### config.mk
export PLATFORM = sky130hd
export DESIGN_NAME = system_time_clock_sync
export DESIGN_NICKNAME = d
export VERILOG_FILES = /design/src/stc_pkg.sv /design/src/stamp_if.sv /design/src/stamp_filter.sv /design/src/system_time_clock_sync.sv
export VERILOG_INCLUDE_DIRS = /design/src
export SDC_FILE = /design/constraint.sdc
export NUM_CORES = 2
export LEC_CHECK = 0
export CORE_UTILIZATION = 55
export DETAILED_ROUTE_END_ITERATION = 8
export DONT_BUFFER_PORTS = 1
export HOLD_SLACK_MARGIN = 0.15
export PLACE_DENSITY_LB_ADDON = 0.3
export REMOVE_ABC_BUFFERS = 1
export SYNTH_ARGS = -nofsm -noshare
export SYNTH_HDL_FRONTEND = slang
export SYNTH_SLANG_ARGS = --single-unit
export TNS_END_PERCENT = 50
### constraint.sdc
create_clock -name pclk -period 18.7 [get_ports pclk]
set_input_delay 0.935 -clock pclk [delete_from_list [all_inputs] [get_ports pclk]]
set_output_delay 0.935 -clock pclk [all_outputs]
set_load 0.05 [all_outputs]
### src/stc_defs.svh
// Register offsets, field positions, reset values and counts of the system time block
`ifndef STC_DEFS_SVH
`define STC_DEFS_SVH
`define TIME_W      42
`define EXT_LSB     16
`define FLD_LSB     9
`define PRE_WRAP    9'h12b
`define ROLL_FIELD  6'h3f
`define A_CTRL      8'h00
`define A_EXT       8'h04
`define A_STC_LO    8'h08
`define A_STC_HI    8'h0c
`define A_MAXD      8'h10
`define A_GUARD     8'h14
`define A_MARGIN    8'h18
`define A_STEP      8'h1c
`define A_AOFF      8'h20
`define A_VOFF      8'h24
`define A_STATUS    8'h28
`define A_MASK      8'h2c
`define A_MEAN      8'h30
`define A_STATE     8'h34
`define C_REF       0
`define C_AEN       1
`define C_VEN       2
`define C_LIP       3
`define C_FORCE     4
`define C_CHG       5
`define C_ACHG      6
`define S_ROLL      0
`define S_REF       1
`define S_DROP      2
`define S_CORR      3
`define S_LIP       4
`define ST_W        5
`define MAXD_RST    32'h0000ffff
`define GUARD_RST   32'h0000ffff
`define MARGIN_RST  32'h00000000
`define STEP_RST    32'h00000001
`endif

### src/stc_pkg.sv
// Types of the system time block
package stc_pkg;
  typedef logic [41:0] time_t;
  typedef enum logic [2:0] {
    SYNC_FREE   = 3'b001,
    SYNC_ARMED  = 3'b010,
    SYNC_LOCKED = 3'b100
  } sync_e;
  typedef struct packed {
    time_t       stc;
    time_t       vid;
    time_t       aud;
    logic        aud_ld;
    logic        vid_ld;
    sync_e       st;
    logic [3:0]  ctl;
    logic [31:0] maxd;
    logic [31:0] guard;
    logic [31:0] margin;
    logic [31:0] step;
    logic [31:0] aoff;
    logic [31:0] voff;
    logic [4:0]  sts;
    logic [4:0]  msk;
    logic        low;
    logic        irq;
    logic [31:0] prdata;
    logic        pready;
    logic        pslverr;
  } top_s;
  typedef struct packed {
    logic [7:0][41:0] dbuf;
    logic [2:0]       wp;
    logic             stored;
    logic             dropped;
    logic             accepted;
    time_t            mean;
  } flt_s;
endpackage

### src/stamp_if.sv
// Link between the time block and its stamp filter
`timescale 1ns/1ps
`default_nettype none
interface stamp_if;
  import stc_pkg::*;
  logic  valid;
  time_t stamp;
  time_t stc;
  time_t max_d;
  time_t guard;
  time_t mean;
  logic  stored;
  logic  dropped;
  logic  accepted;
  modport src (output valid, stamp, stc, max_d, guard, input mean, stored, dropped, accepted);
  modport flt (input valid, stamp, stc, max_d, guard, output mean, stored, dropped, accepted);
endinterface
`default_nettype wire

### src/stamp_filter.sv
// Stamp delta window with running mean and guard check
`timescale 1ns/1ps
`default_nettype none
module stamp_filter #(
  parameter int DEPTH = 8
) (
  input wire logic pclk,
  input wire logic presetn,
  stamp_if.flt     f
);
  import stc_pkg::*;
  flt_s        r;
  flt_s        n;
  logic [44:0] sum;
  time_t       delta;
  time_t       dev;

  if (DEPTH != 8) begin : g_chk
    $error("stamp_filter depth must be 8");
  end

  always_comb begin
    n = r;
    n.stored = 1'b0;
    n.dropped = 1'b0;
    n.accepted = 1'b0;
    delta = f.stamp - f.stc;
    dev = f.stamp - r.mean;
    if (f.valid) begin
      if (delta > f.max_d) begin
        n.dropped = 1'b1;
      end else begin
        n.dbuf[r.wp] = delta;
        n.wp = r.wp + 3'h1;
        n.stored = 1'b1;
        n.accepted = (dev <= f.guard);
      end
    end
    sum = '0;
    for (int i = 0; i < DEPTH; i++) begin
      sum = sum + {3'h0, n.dbuf[i]};
    end
    n.mean = sum[44:3];
  end

  always_ff @(posedge pclk or negedge presetn) begin
    if (!presetn) begin
      r <= '0;
    end else begin
      r <= n;
    end
  end

  assign f.mean = r.mean;
  assign f.stored = r.stored;
  assign f.dropped = r.dropped;
  assign f.accepted = r.accepted;
endmodule
`default_nettype wire

### src/system_time_clock_sync.sv
// System time counter with reference load, stamp tracking and clock correction
`include "stc_defs.svh"
`timescale 1ns/1ps
`default_nettype none
module system_time_clock_sync (
  input  wire logic          pclk,
  input  wire logic          presetn,
  input  wire logic          psel,
  input  wire logic          penable,
  input  wire logic          pwrite,
  input  wire logic [7:0]    paddr,
  input  wire logic [31:0]   pwdata,
  output logic [31:0]        prdata,
  output logic               pready,
  output logic               pslverr,
  input  wire logic          ref_valid,
  input  wire stc_pkg::time_t ref_value,
  input  wire logic          stamp_valid,
  input  wire stc_pkg::time_t stamp_value,
  input  wire stc_pkg::time_t video_stamp_now,
  input  wire logic          audio_xrun,
  output stc_pkg::time_t     system_time_count,
  output stc_pkg::time_t     video_time_count,
  output stc_pkg::time_t     audio_time_count,
  output logic               video_time_load,
  output logic               audio_time_load,
  output logic               fast_interrupt
);
  import stc_pkg::*;

  top_s        r;
  top_s        n;
  logic        setup;
  logic        wr;
  logic        hit;
  logic [31:0] rd;
  logic        tick;
  logic        roll;
  logic        lock;
  logic        late;
  logic        corr;
  logic [4:0]  ev;
  logic [4:0]  w1c;
  logic [31:0] aoff_new;
  logic [31:0] voff_new;

  stamp_if sif ();

  stamp_filter #(
    .DEPTH (8)
  ) u_filter (
    .pclk    (pclk),
    .presetn (presetn),
    .f       (sif.flt)
  );

  assign sif.valid = stamp_valid;
  assign sif.stamp = stamp_value;
  assign sif.stc = r.stc;
  assign sif.max_d = {10'h000, r.maxd};
  assign sif.guard = {10'h000, r.guard};

  function automatic time_t inc_t(time_t t);
    if (t[8:0] == `PRE_WRAP) begin
      inc_t = {t[41:9] + 33'h1, 9'h000};
    end else begin
      inc_t = {t[41:9], t[8:0] + 9'h001};
    end
  endfunction

  function automatic time_t sext(logic [31:0] v);
    sext = {{10{v[31]}}, v};
  endfunction

  always_comb begin
    setup = psel & ~penable;
    hit = 1'b1;
    case (paddr)
      `A_CTRL:   rd = {25'h0, 3'h0, r.ctl};
      `A_EXT:    rd = {6'h00, r.stc[41:16]};
      `A_STC_LO: rd = r.stc[31:0];
      `A_STC_HI: rd = {22'h0, r.stc[41:32]};
      `A_MAXD:   rd = r.maxd;
      `A_GUARD:  rd = r.guard;
      `A_MARGIN: rd = r.margin;
      `A_STEP:   rd = r.step;
      `A_AOFF:   rd = r.aoff;
      `A_VOFF:   rd = r.voff;
      `A_STATUS: rd = {27'h0, r.sts};
      `A_MASK:   rd = {27'h0, r.msk};
      `A_MEAN:   rd = sif.mean[31:0];
      `A_STATE:  rd = {29'h0, r.st};
      default: begin
        rd = 32'h0;
        hit = 1'b0;
      end
    endcase
  end

  always_comb begin
    n = r;
    wr = psel & penable & r.pready & pwrite & ~r.pslverr;
    tick = (r.stc[8:0] == `PRE_WRAP);
    roll = tick & (r.stc[14:9] == `ROLL_FIELD);
    lock = (r.st == SYNC_LOCKED);
    late = (r.stc + sext(r.margin)) > video_stamp_now;
    corr = roll & lock & r.ctl[`C_VEN] & late & r.low;
    ev = '0;
    w1c = '0;
    aoff_new = r.aoff;
    voff_new = r.voff;
    n.aud_ld = 1'b0;
    n.vid_ld = 1'b0;
    n.pready = setup;
    n.pslverr = setup & ~hit;
    n.prdata = setup ? rd : 32'h0;
    n.stc = inc_t(r.stc);
    n.vid = inc_t(r.vid);
    if (roll) begin
      ev[`S_ROLL] = 1'b1;
    end
    if (wr) begin
      case (paddr)
        `A_CTRL: begin
          n.ctl = pwdata[3:0];
          if (!pwdata[`C_REF]) begin
            n.st = SYNC_FREE;
          end else if (r.st == SYNC_FREE || pwdata[`C_CHG]) begin
            n.st = SYNC_ARMED;
          end
          if (pwdata[`C_CHG]) begin
            n.low = 1'b0;
          end
          if (pwdata[`C_ACHG]) begin
            aoff_new = 32'h0;
          end
        end
        `A_EXT:    n.stc[41:16] = pwdata[25:0];
        `A_MAXD:   n.maxd = pwdata;
        `A_GUARD:  n.guard = pwdata;
        `A_MARGIN: n.margin = pwdata;
        `A_STEP:   n.step = pwdata;
        `A_AOFF:   aoff_new = pwdata;
        `A_VOFF:   voff_new = pwdata;
        `A_STATUS: w1c = pwdata[4:0];
        `A_MASK:   n.msk = pwdata[4:0];
        default: begin
          n.ctl = n.ctl;
        end
      endcase
    end
    if (roll && lock && r.ctl[`C_VEN]) begin
      n.low = late & ~r.low;
    end
    if (corr) begin
      voff_new = r.voff - r.step;
      n.vid = inc_t(r.vid) - sext(r.step);
      ev[`S_CORR] = 1'b1;
      if (r.ctl[`C_AEN]) begin
        aoff_new = r.ctl[`C_LIP] ? voff_new : r.aoff - r.step;
      end
    end
    n.aoff = aoff_new;
    n.voff = voff_new;
    if (roll && r.ctl[`C_AEN]) begin
      n.aud = r.stc + sext(aoff_new);
      n.aud_ld = 1'b1;
    end
    if (wr && paddr == `A_CTRL && pwdata[`C_FORCE]) begin
      n.vid = r.stc + sext(voff_new);
      n.vid_ld = 1'b1;
    end
    if (r.st == SYNC_ARMED && ref_valid) begin
      n.stc = ref_value;
      n.st = SYNC_LOCKED;
      ev[`S_REF] = 1'b1;
      if (r.ctl[`C_VEN]) begin
        n.vid = ref_value;
        n.vid_ld = 1'b1;
      end
      if (r.ctl[`C_AEN]) begin
        n.aud = ref_value;
        n.aud_ld = 1'b1;
      end
    end
    if (sif.dropped || (sif.stored && !sif.accepted)) begin
      ev[`S_DROP] = 1'b1;
    end
    if (r.ctl[`C_LIP] && audio_xrun) begin
      ev[`S_LIP] = 1'b1;
    end
    n.sts = (r.sts & ~w1c) | ev;
    n.irq = |(n.sts & n.msk);
  end

  always_ff @(posedge pclk or negedge presetn) begin
    if (!presetn) begin
      r <= '0;
      r.st <= SYNC_FREE;
      r.maxd <= `MAXD_RST;
      r.guard <= `GUARD_RST;
      r.margin <= `MARGIN_RST;
      r.step <= `STEP_RST;
    end else begin
      r <= n;
    end
  end

  assign prdata = r.prdata;
  assign pready = r.pready;
  assign pslverr = r.pslverr;
  assign system_time_count = r.stc;
  assign video_time_count = r.vid;
  assign audio_time_count = r.aud;
  assign video_time_load = r.vid_ld;
  assign audio_time_load = r.aud_ld;
  assign fast_interrupt = r.irq;
endmodule
`default_nettype wire

# [Word-level counts from Yosys, hierarchy flattened]
# Cells that the tools add are included.
[classes] add_sub_neg=20 mul=0 div_mod_pow=0 n_lt_le_gt_ge=5 n_eq_ne=20 shift=0 muxes=53 bitwise=21 reduce_logical=29
[ops] op="32-bit case mux with 14 select lines" n=1
[ops] op="32-bit two-way mux" n=13
[ops] op="342-bit two-way mux" n=1
[ops] op="340-bit two-way mux" n=1
[ops] op="336-bit bitwise mux" n=1
[ops] op="42-bit two-way mux" n=7
[ops] op="45-bit by 42-bit adder with 45-bit output" n=6
[ops] op="135-bit two-way mux" n=1
[ops] op="131-bit two-way mux" n=1
[ops] op="42-bit adder" n=3
[ops] op="42-bit demux with 3-bit select" n=1
[ops] op="42-bit subtractor" n=3
[ops] op="43-bit two-way mux" n=2
[ops] op="33-bit by 1-bit adder with 33-bit output (second input constant)" n=2
[ops] op="32-bit case mux with 2 select lines" n=1
[ops] op="32-bit subtractor" n=2
[ops] op="26-bit two-way mux" n=2
[ops] op="8-bit by 6-bit equality test with 1-bit output (second input constant)" n=6
[ops] op="42-bit by 42-bit adder with 43-bit output" n=1
[ops] op="42-bit by 32-bit greater-than comparator with 1-bit output" n=1
[ops] op="42-bit greater-than comparator" n=1
[ops] op="42-bit by 32-bit <= comparator with 1-bit output" n=1
[ops] op="8-bit by 5-bit equality test with 1-bit output (second input constant)" n=4
[ops] op="9-bit by 1-bit adder with 9-bit output (second input constant)" n=2
[ops] op="30 further kinds" n=84
[word_totals] register_bits=757 latchBits=0 ramBits=0 romBits=0 input_bits=174 wordCells=182 n_memories=0

# [Longest topological paths before layout]
[logic_depth] depth_word=14 mapped_depth=67

# [By module]
# Synthesis repeated with hierarchy kept, for this count alone.
[unflattened] cells_unflattened=6516 hier_area_um2=61930.6
[by_module_without_submodules] module="system_time_clock_sync" n_inst=1 cells_per_inst=3809 area_per_inst_um2=32381.1 seq_area_each_um2=9376.5
[by_module_without_submodules] module="stamp_filter" n_inst=1 cells_per_inst=2707 area_per_inst_um2=29549.6 seq_area_each_um2=9609.2

# [Worst setup path after synthesis]
# Ideal clock, no wire load.
[synth_timing] path_kind="in2reg" startpoint="input stamp_value[2]" endpoint="register u_filter.r, in the netlist u_filter.f.mean[25]" arrival_time_ns=13.793 required_time_ns=18.558 setup_slack_ns=4.766 cell_stages=62 n_path_buf=3 path_cell_list="ha_1 -> o21ai_1 -> a2111oi_2 -> nor2_1 -> o211a_1 -> or2_2 -> o21a_1 -> nor2_1 -> nor2_1 -> xnor2_1 -> inv_1 -> ha_1 -> nand4_1 -> nor4_2 -> nand4_1 -> o22a_1 -> or4_1 -> a211oi_1 -> [... 26 more ...] -> fa_1 -> inv_1 -> ha_1 -> clkbuf_1 -> nand2_1 -> o21ai_0 -> o21bai_1 -> a21oi_1 -> nor2b_1 -> o21ai_0 -> nand2b_1 -> a21o_1 -> a22o_1 -> a21o_1 -> or2_2 -> a21o_1 -> a311oi_1 -> a311oi_1"
[synth_lines] element="start: declaration" line_no="system_time_clock_sync.sv:19" rtl="input wire stc_pkg::time_t stamp_value,"
[synth_lines] element="end signal: assignment" line_no="stamp_filter.sv:50" rtl="r <= n;"
[synth_lines] element="end: declaration" line_no="stamp_filter.sv:12" rtl="flt_s r;"

==> flow_results.org <==
** Place
- Once detailed placement completed, the half-perimeter wirelength came to between 150000 and 200000 um.
- Cell total after placement :: about 8000
- Placer congestion estimate :: roughly 1.0
- Number of input and output port buffers inserted :: 0

** Floorplanning
- FP Rows :: 121
- Starting Density :: 0.555
- Core footprint :: approximately 110000 um2
- The die is approximately 330 um tall.
- The die covers ~110000 um2.
- Top-level I/O count :: 337
- Die X-Extent :: approximately 330 um

** Power
- Maximum resistive drop on vdd :: 0.0000937 V
- Total power per unit cell area :: 105 nW/um2
- Leakage power :: 31.6 nW

** STA
- The final count of hold timing violations was 0.
- Sum Neg Setup Slack :: 0 ns
- Max-slew violation count :: 0
- Unrepaired setup endpoints after global routing :: no
- Clock Skews :: between 0.03 and 0.04 ns
- Fmax :: between 0.05 and 0.06 GHz
- Setup violations remaining at the end of the flow were counted as 0.
- The smallest clock period supported by the final layout is computed as roughly 17 ns.
- Tightest Pin Transition :: between 1 and 1.5 ns
- In the finished design, the share of the clock period the worst path needs comes to 0.899.
- Measured against its own limit, the worst slew margin works out to 0.182.

** Setup path
- CP Data Arrival Time :: 17.42 ns
- In this run the worst path has a maximum fanout of 65.
- Number of buffers and inverters on the critical path :: 7
- Number of cells traversed by the worst register-to-register path :: 58
- Path type of the worst setup path :: reg -> reg
- The largest single stage delay on the critical path is approximately 1.0 ns.
- Critical Path Stages :: just under 60
- The worst register-to-register path ends at u_filter.f.mean[41].
- STA classifies the critical path startpoint as a register.
- Cell with the largest stage delay on the worst path :: sky130_fd_sc_hd__o41ai_1
- Kind of end point of the critical path :: register
- Source of the worst register-to-register timing path :: system_time_count[5]
- The critical path ends at u_filter.f.mean[41].
- The setup check on the worst reg-to-reg path leaves a slack of between 1.5 and 2 ns.
- The critical path starts at system_time_count[5].
- Among cell families on the critical path, the largest total delay comes from compound AO/OA/AOI/OAI gates.
- For the worst setup path, the data required time is about 19 ns.

** Yosys
- Of all cell types, the one taking the most synthesized area is sky130_fd_sc_hd__dfrtp_1.
- Averaged over all synthesized cells, the footprint is about 9 um2.
- Gate count after technology mapping :: 6854
- Cells taking the most area after synthesis :: sky130_fd_sc_hd__dfrtp_1 (30%), sky130_fd_sc_hd__ha_1 (11%), sky130_fd_sc_hd__fa_1 (7.1%), sky130_fd_sc_hd__inv_1 (4.4%), sky130_fd_sc_hd__o21ai_0 (4.3%)
- Sequential-to-total area share from yosys stat :: 0.314
- The Yosys step of the flow raised 0 warnings.
- Leading register cell type out of synthesis :: sky130_fd_sc_hd__dfrtp_1
- Number of enable-type register cells in the synthesized netlist :: 0
- Register bit count reported by yosys :: roughly 760
- Of the post-synthesis cell area, the dominant cell type holds 0.299.
- Total standard cell area after synthesis :: between 60000 and 70000 um2
- Synth async-reset ratio :: 1.00
- Cell variety after synth :: ~90

** Run status
- The run finished with clean final reports.

** Clock tree
- Inserted Clock Buffers :: 90
- The longest clock path from root to sink contains 3 buffers.
- Register clock-pin slew on the reported worst setup and hold paths :: 0.06 ns
- TritonCTS built the clock tree.
- For the worst-skew pair, the clock arrives at the later sink with an insertion delay of 0.71 ns.
- Level count of the clock H-tree :: 3
- Clk sink count :: 757
- Clock tree synthesis selected as its root buffer the cell sky130_fd_sc_hd__clkbuf_16.

** Drt
- Dividing the detail-routed wire length by the instance count gives 25.1 um.
- Antenna Violating Nets Remaining :: 0
- Drc violations :: 0
- Initial DRT Pass Iterations :: 8
- Total via count after detailed routing :: 50800
- The routed design has 204000 um of wire.
- In this run, the number of DRC markers left after iteration 0 of detailed routing was just under 5000.
- In the routed layout, each cell is associated on average with a via count of roughly 6.2.

** Global route
- Congestion Overflow GR :: 0
- The first global-routing pass estimated ~310000 um of wire.
- Vias in the first global route :: around 50000
- GR Util All Layers :: 0.363
- Pin count of the biggest net entering global routing :: between 700 and 800
- Antenna violations before repair :: 23

** Finish
- Leaving out filler cells and counting taps, the final layout contains between 8000 and 9000.
- Layout Nets :: 7559
- Syn-to-layout area delta :: 6.36%
- Of the cells placed in the final design, the portion with a size suffix greater than 1 is 0.0780.

** Flow run
- Max Cap Violations :: 0

** Worst hold path
- The path class of the tightest hold or removal check is in -> async.
[cells in the mapped netlist, drive strengths merged (63+ instances only)]
cell type and count:
dfrtp 723, inv 703, nand2 679, o21ai 532, ha 508, a21oi 501, nor2 369, xnor2 263
a21o 232, fa 216, clkbuf 209, buf 186, mux2 151, xor2 148, nand3 107, and2 98
o21a 86, nor3 85, a211oi 79, a22oi 75, nand4 74, a31oi 71, nand2b 64, and3 63
[state kept, by name, indices dropped and copies added, names as in the netlist]
| name | flops |
|---|---|
| u_filter.r | 339 |
| r | 210 |
| audio_time_count | 42 |
| system_time_count | 42 |
| u_filter.f.mean | 42 |
| video_time_count | 42 |
| prdata | 32 |
| audio_time_load | 1 |
| fast_interrupt | 1 |
| pready | 1 |
| pslverr | 1 |
| u_filter.f.accepted | 1 |
| u_filter.f.dropped | 1 |
| u_filter.f.stored | 1 |
| video_time_load | 1 |
[worst reg2reg max path, delay by kind of cell (launching register included)]
family	cells	cell delay, ns
AOI/OAI and AO/OA	24	6.25
and+or+nand+nor	16	3.98
adders and majority gates	8	3.49
buffers and inverters	7	1.08
xor gates and xnor gates	3	1.07
DFF	1	0.84
[metrics by stage]
| stage | cell area [um2] | util | power (mW) | hold WS, ns | setup slack, ns |
|---|---|---|---|---|---|
| after global placement | 61100 | 0.560 | 4.77 | 0.466 | 2.53 |
| after CTS | 64200 | 0.589 | 6.70 | 0.273 | 2.15 |
| after detailed placement | 61100 | 0.560 | 4.79 | 0.468 | 2.27 |
| after floorplan | 58400 | - | 3.78 | 0.446 | 3.97 |
| final | 64300 | 0.590 | 6.75 | 0.229 | 1.88 |
| after global routing | 64300 | 0.590 | 7.06 | 0.270 | 1.07 |
[area by class of cell]
type	count	area, um2
Sequential cell	757	19000
Clock buffer	124	2570
Antenna cell	7	17.5
Inverter	703	2640
Multi-Input combinational cell	4999	36900
Fill cell	9573	44700
Timing Repair Buffer	110	946
Tap cell	1414	1770
Clock inverter	41	509
[power breakdown]
part	internal, mW	switching, mW
logic	0.972	2.08
clock network	1.08	0.776
registers	1.71	0.142
[cell families after synthesis]
logic type	Yosys count	synth area share
muxes	185	0.0337
buffers and inverters	1098	0.0780
and+or+nand+nor	1715	0.132
xor gates and xnor gates	411	0.0595
AOI/OAI and AO/OA	1964	0.206
adders and majority gates	724	0.177
DFF	757	0.314
[how the worst min path moves through the flow]
| stage | depth (start not counted) | slack [ns] | end |
|---|---|---|---|
| after floorplan | 2 | 0.45 | r[238] |
| after CTS | 1 | 0.27 | r[242] |
| after global placement | 1 | 0.47 | u_filter.r[168] |
| after detailed placement | 1 | 0.47 | u_filter.r[167] |
| after global routing | 1 | 0.27 | video_time_count[32] |
| final | 1 | 0.23 | video_time_count[32] |
[routing by layer]
| layer | wire length, um | global-route usage |
|---|---|---|
| met1 | 82400 | 0.472 |
| met2 | 89500 | 0.560 |
| met3 | 20600 | 0.0942 |
| met4 | 11600 | 0.180 |
| met5 | 213 | 0 |
[placed cells by master, fill, tap and decap left out, drive strengths merged, types with 74 or more instances in the layout]
cell type / instances
a21oi: 501
buf: 110
mux2: 151
o21ai: 532
xnor2: 263
o21a: 86
inv: 708
dfrtp: 723
nand3: 107
nand2: 679
nor2: 369
nor3: 85
and2: 98
a21o: 232
a211oi: 79
fa: 216
nand4: 74
a22oi: 75
clkbuf: 124
xor2: 148
ha: 508
[repair_timing]
item / in CTS / in global routing
hold endpoints to repair: 723 / 0
hold buffers: 2 / 0
resized for setup: 0 / 0
buffers inserted: 0 / 0
Note: power is estimated with default switching activity, not from simulation.
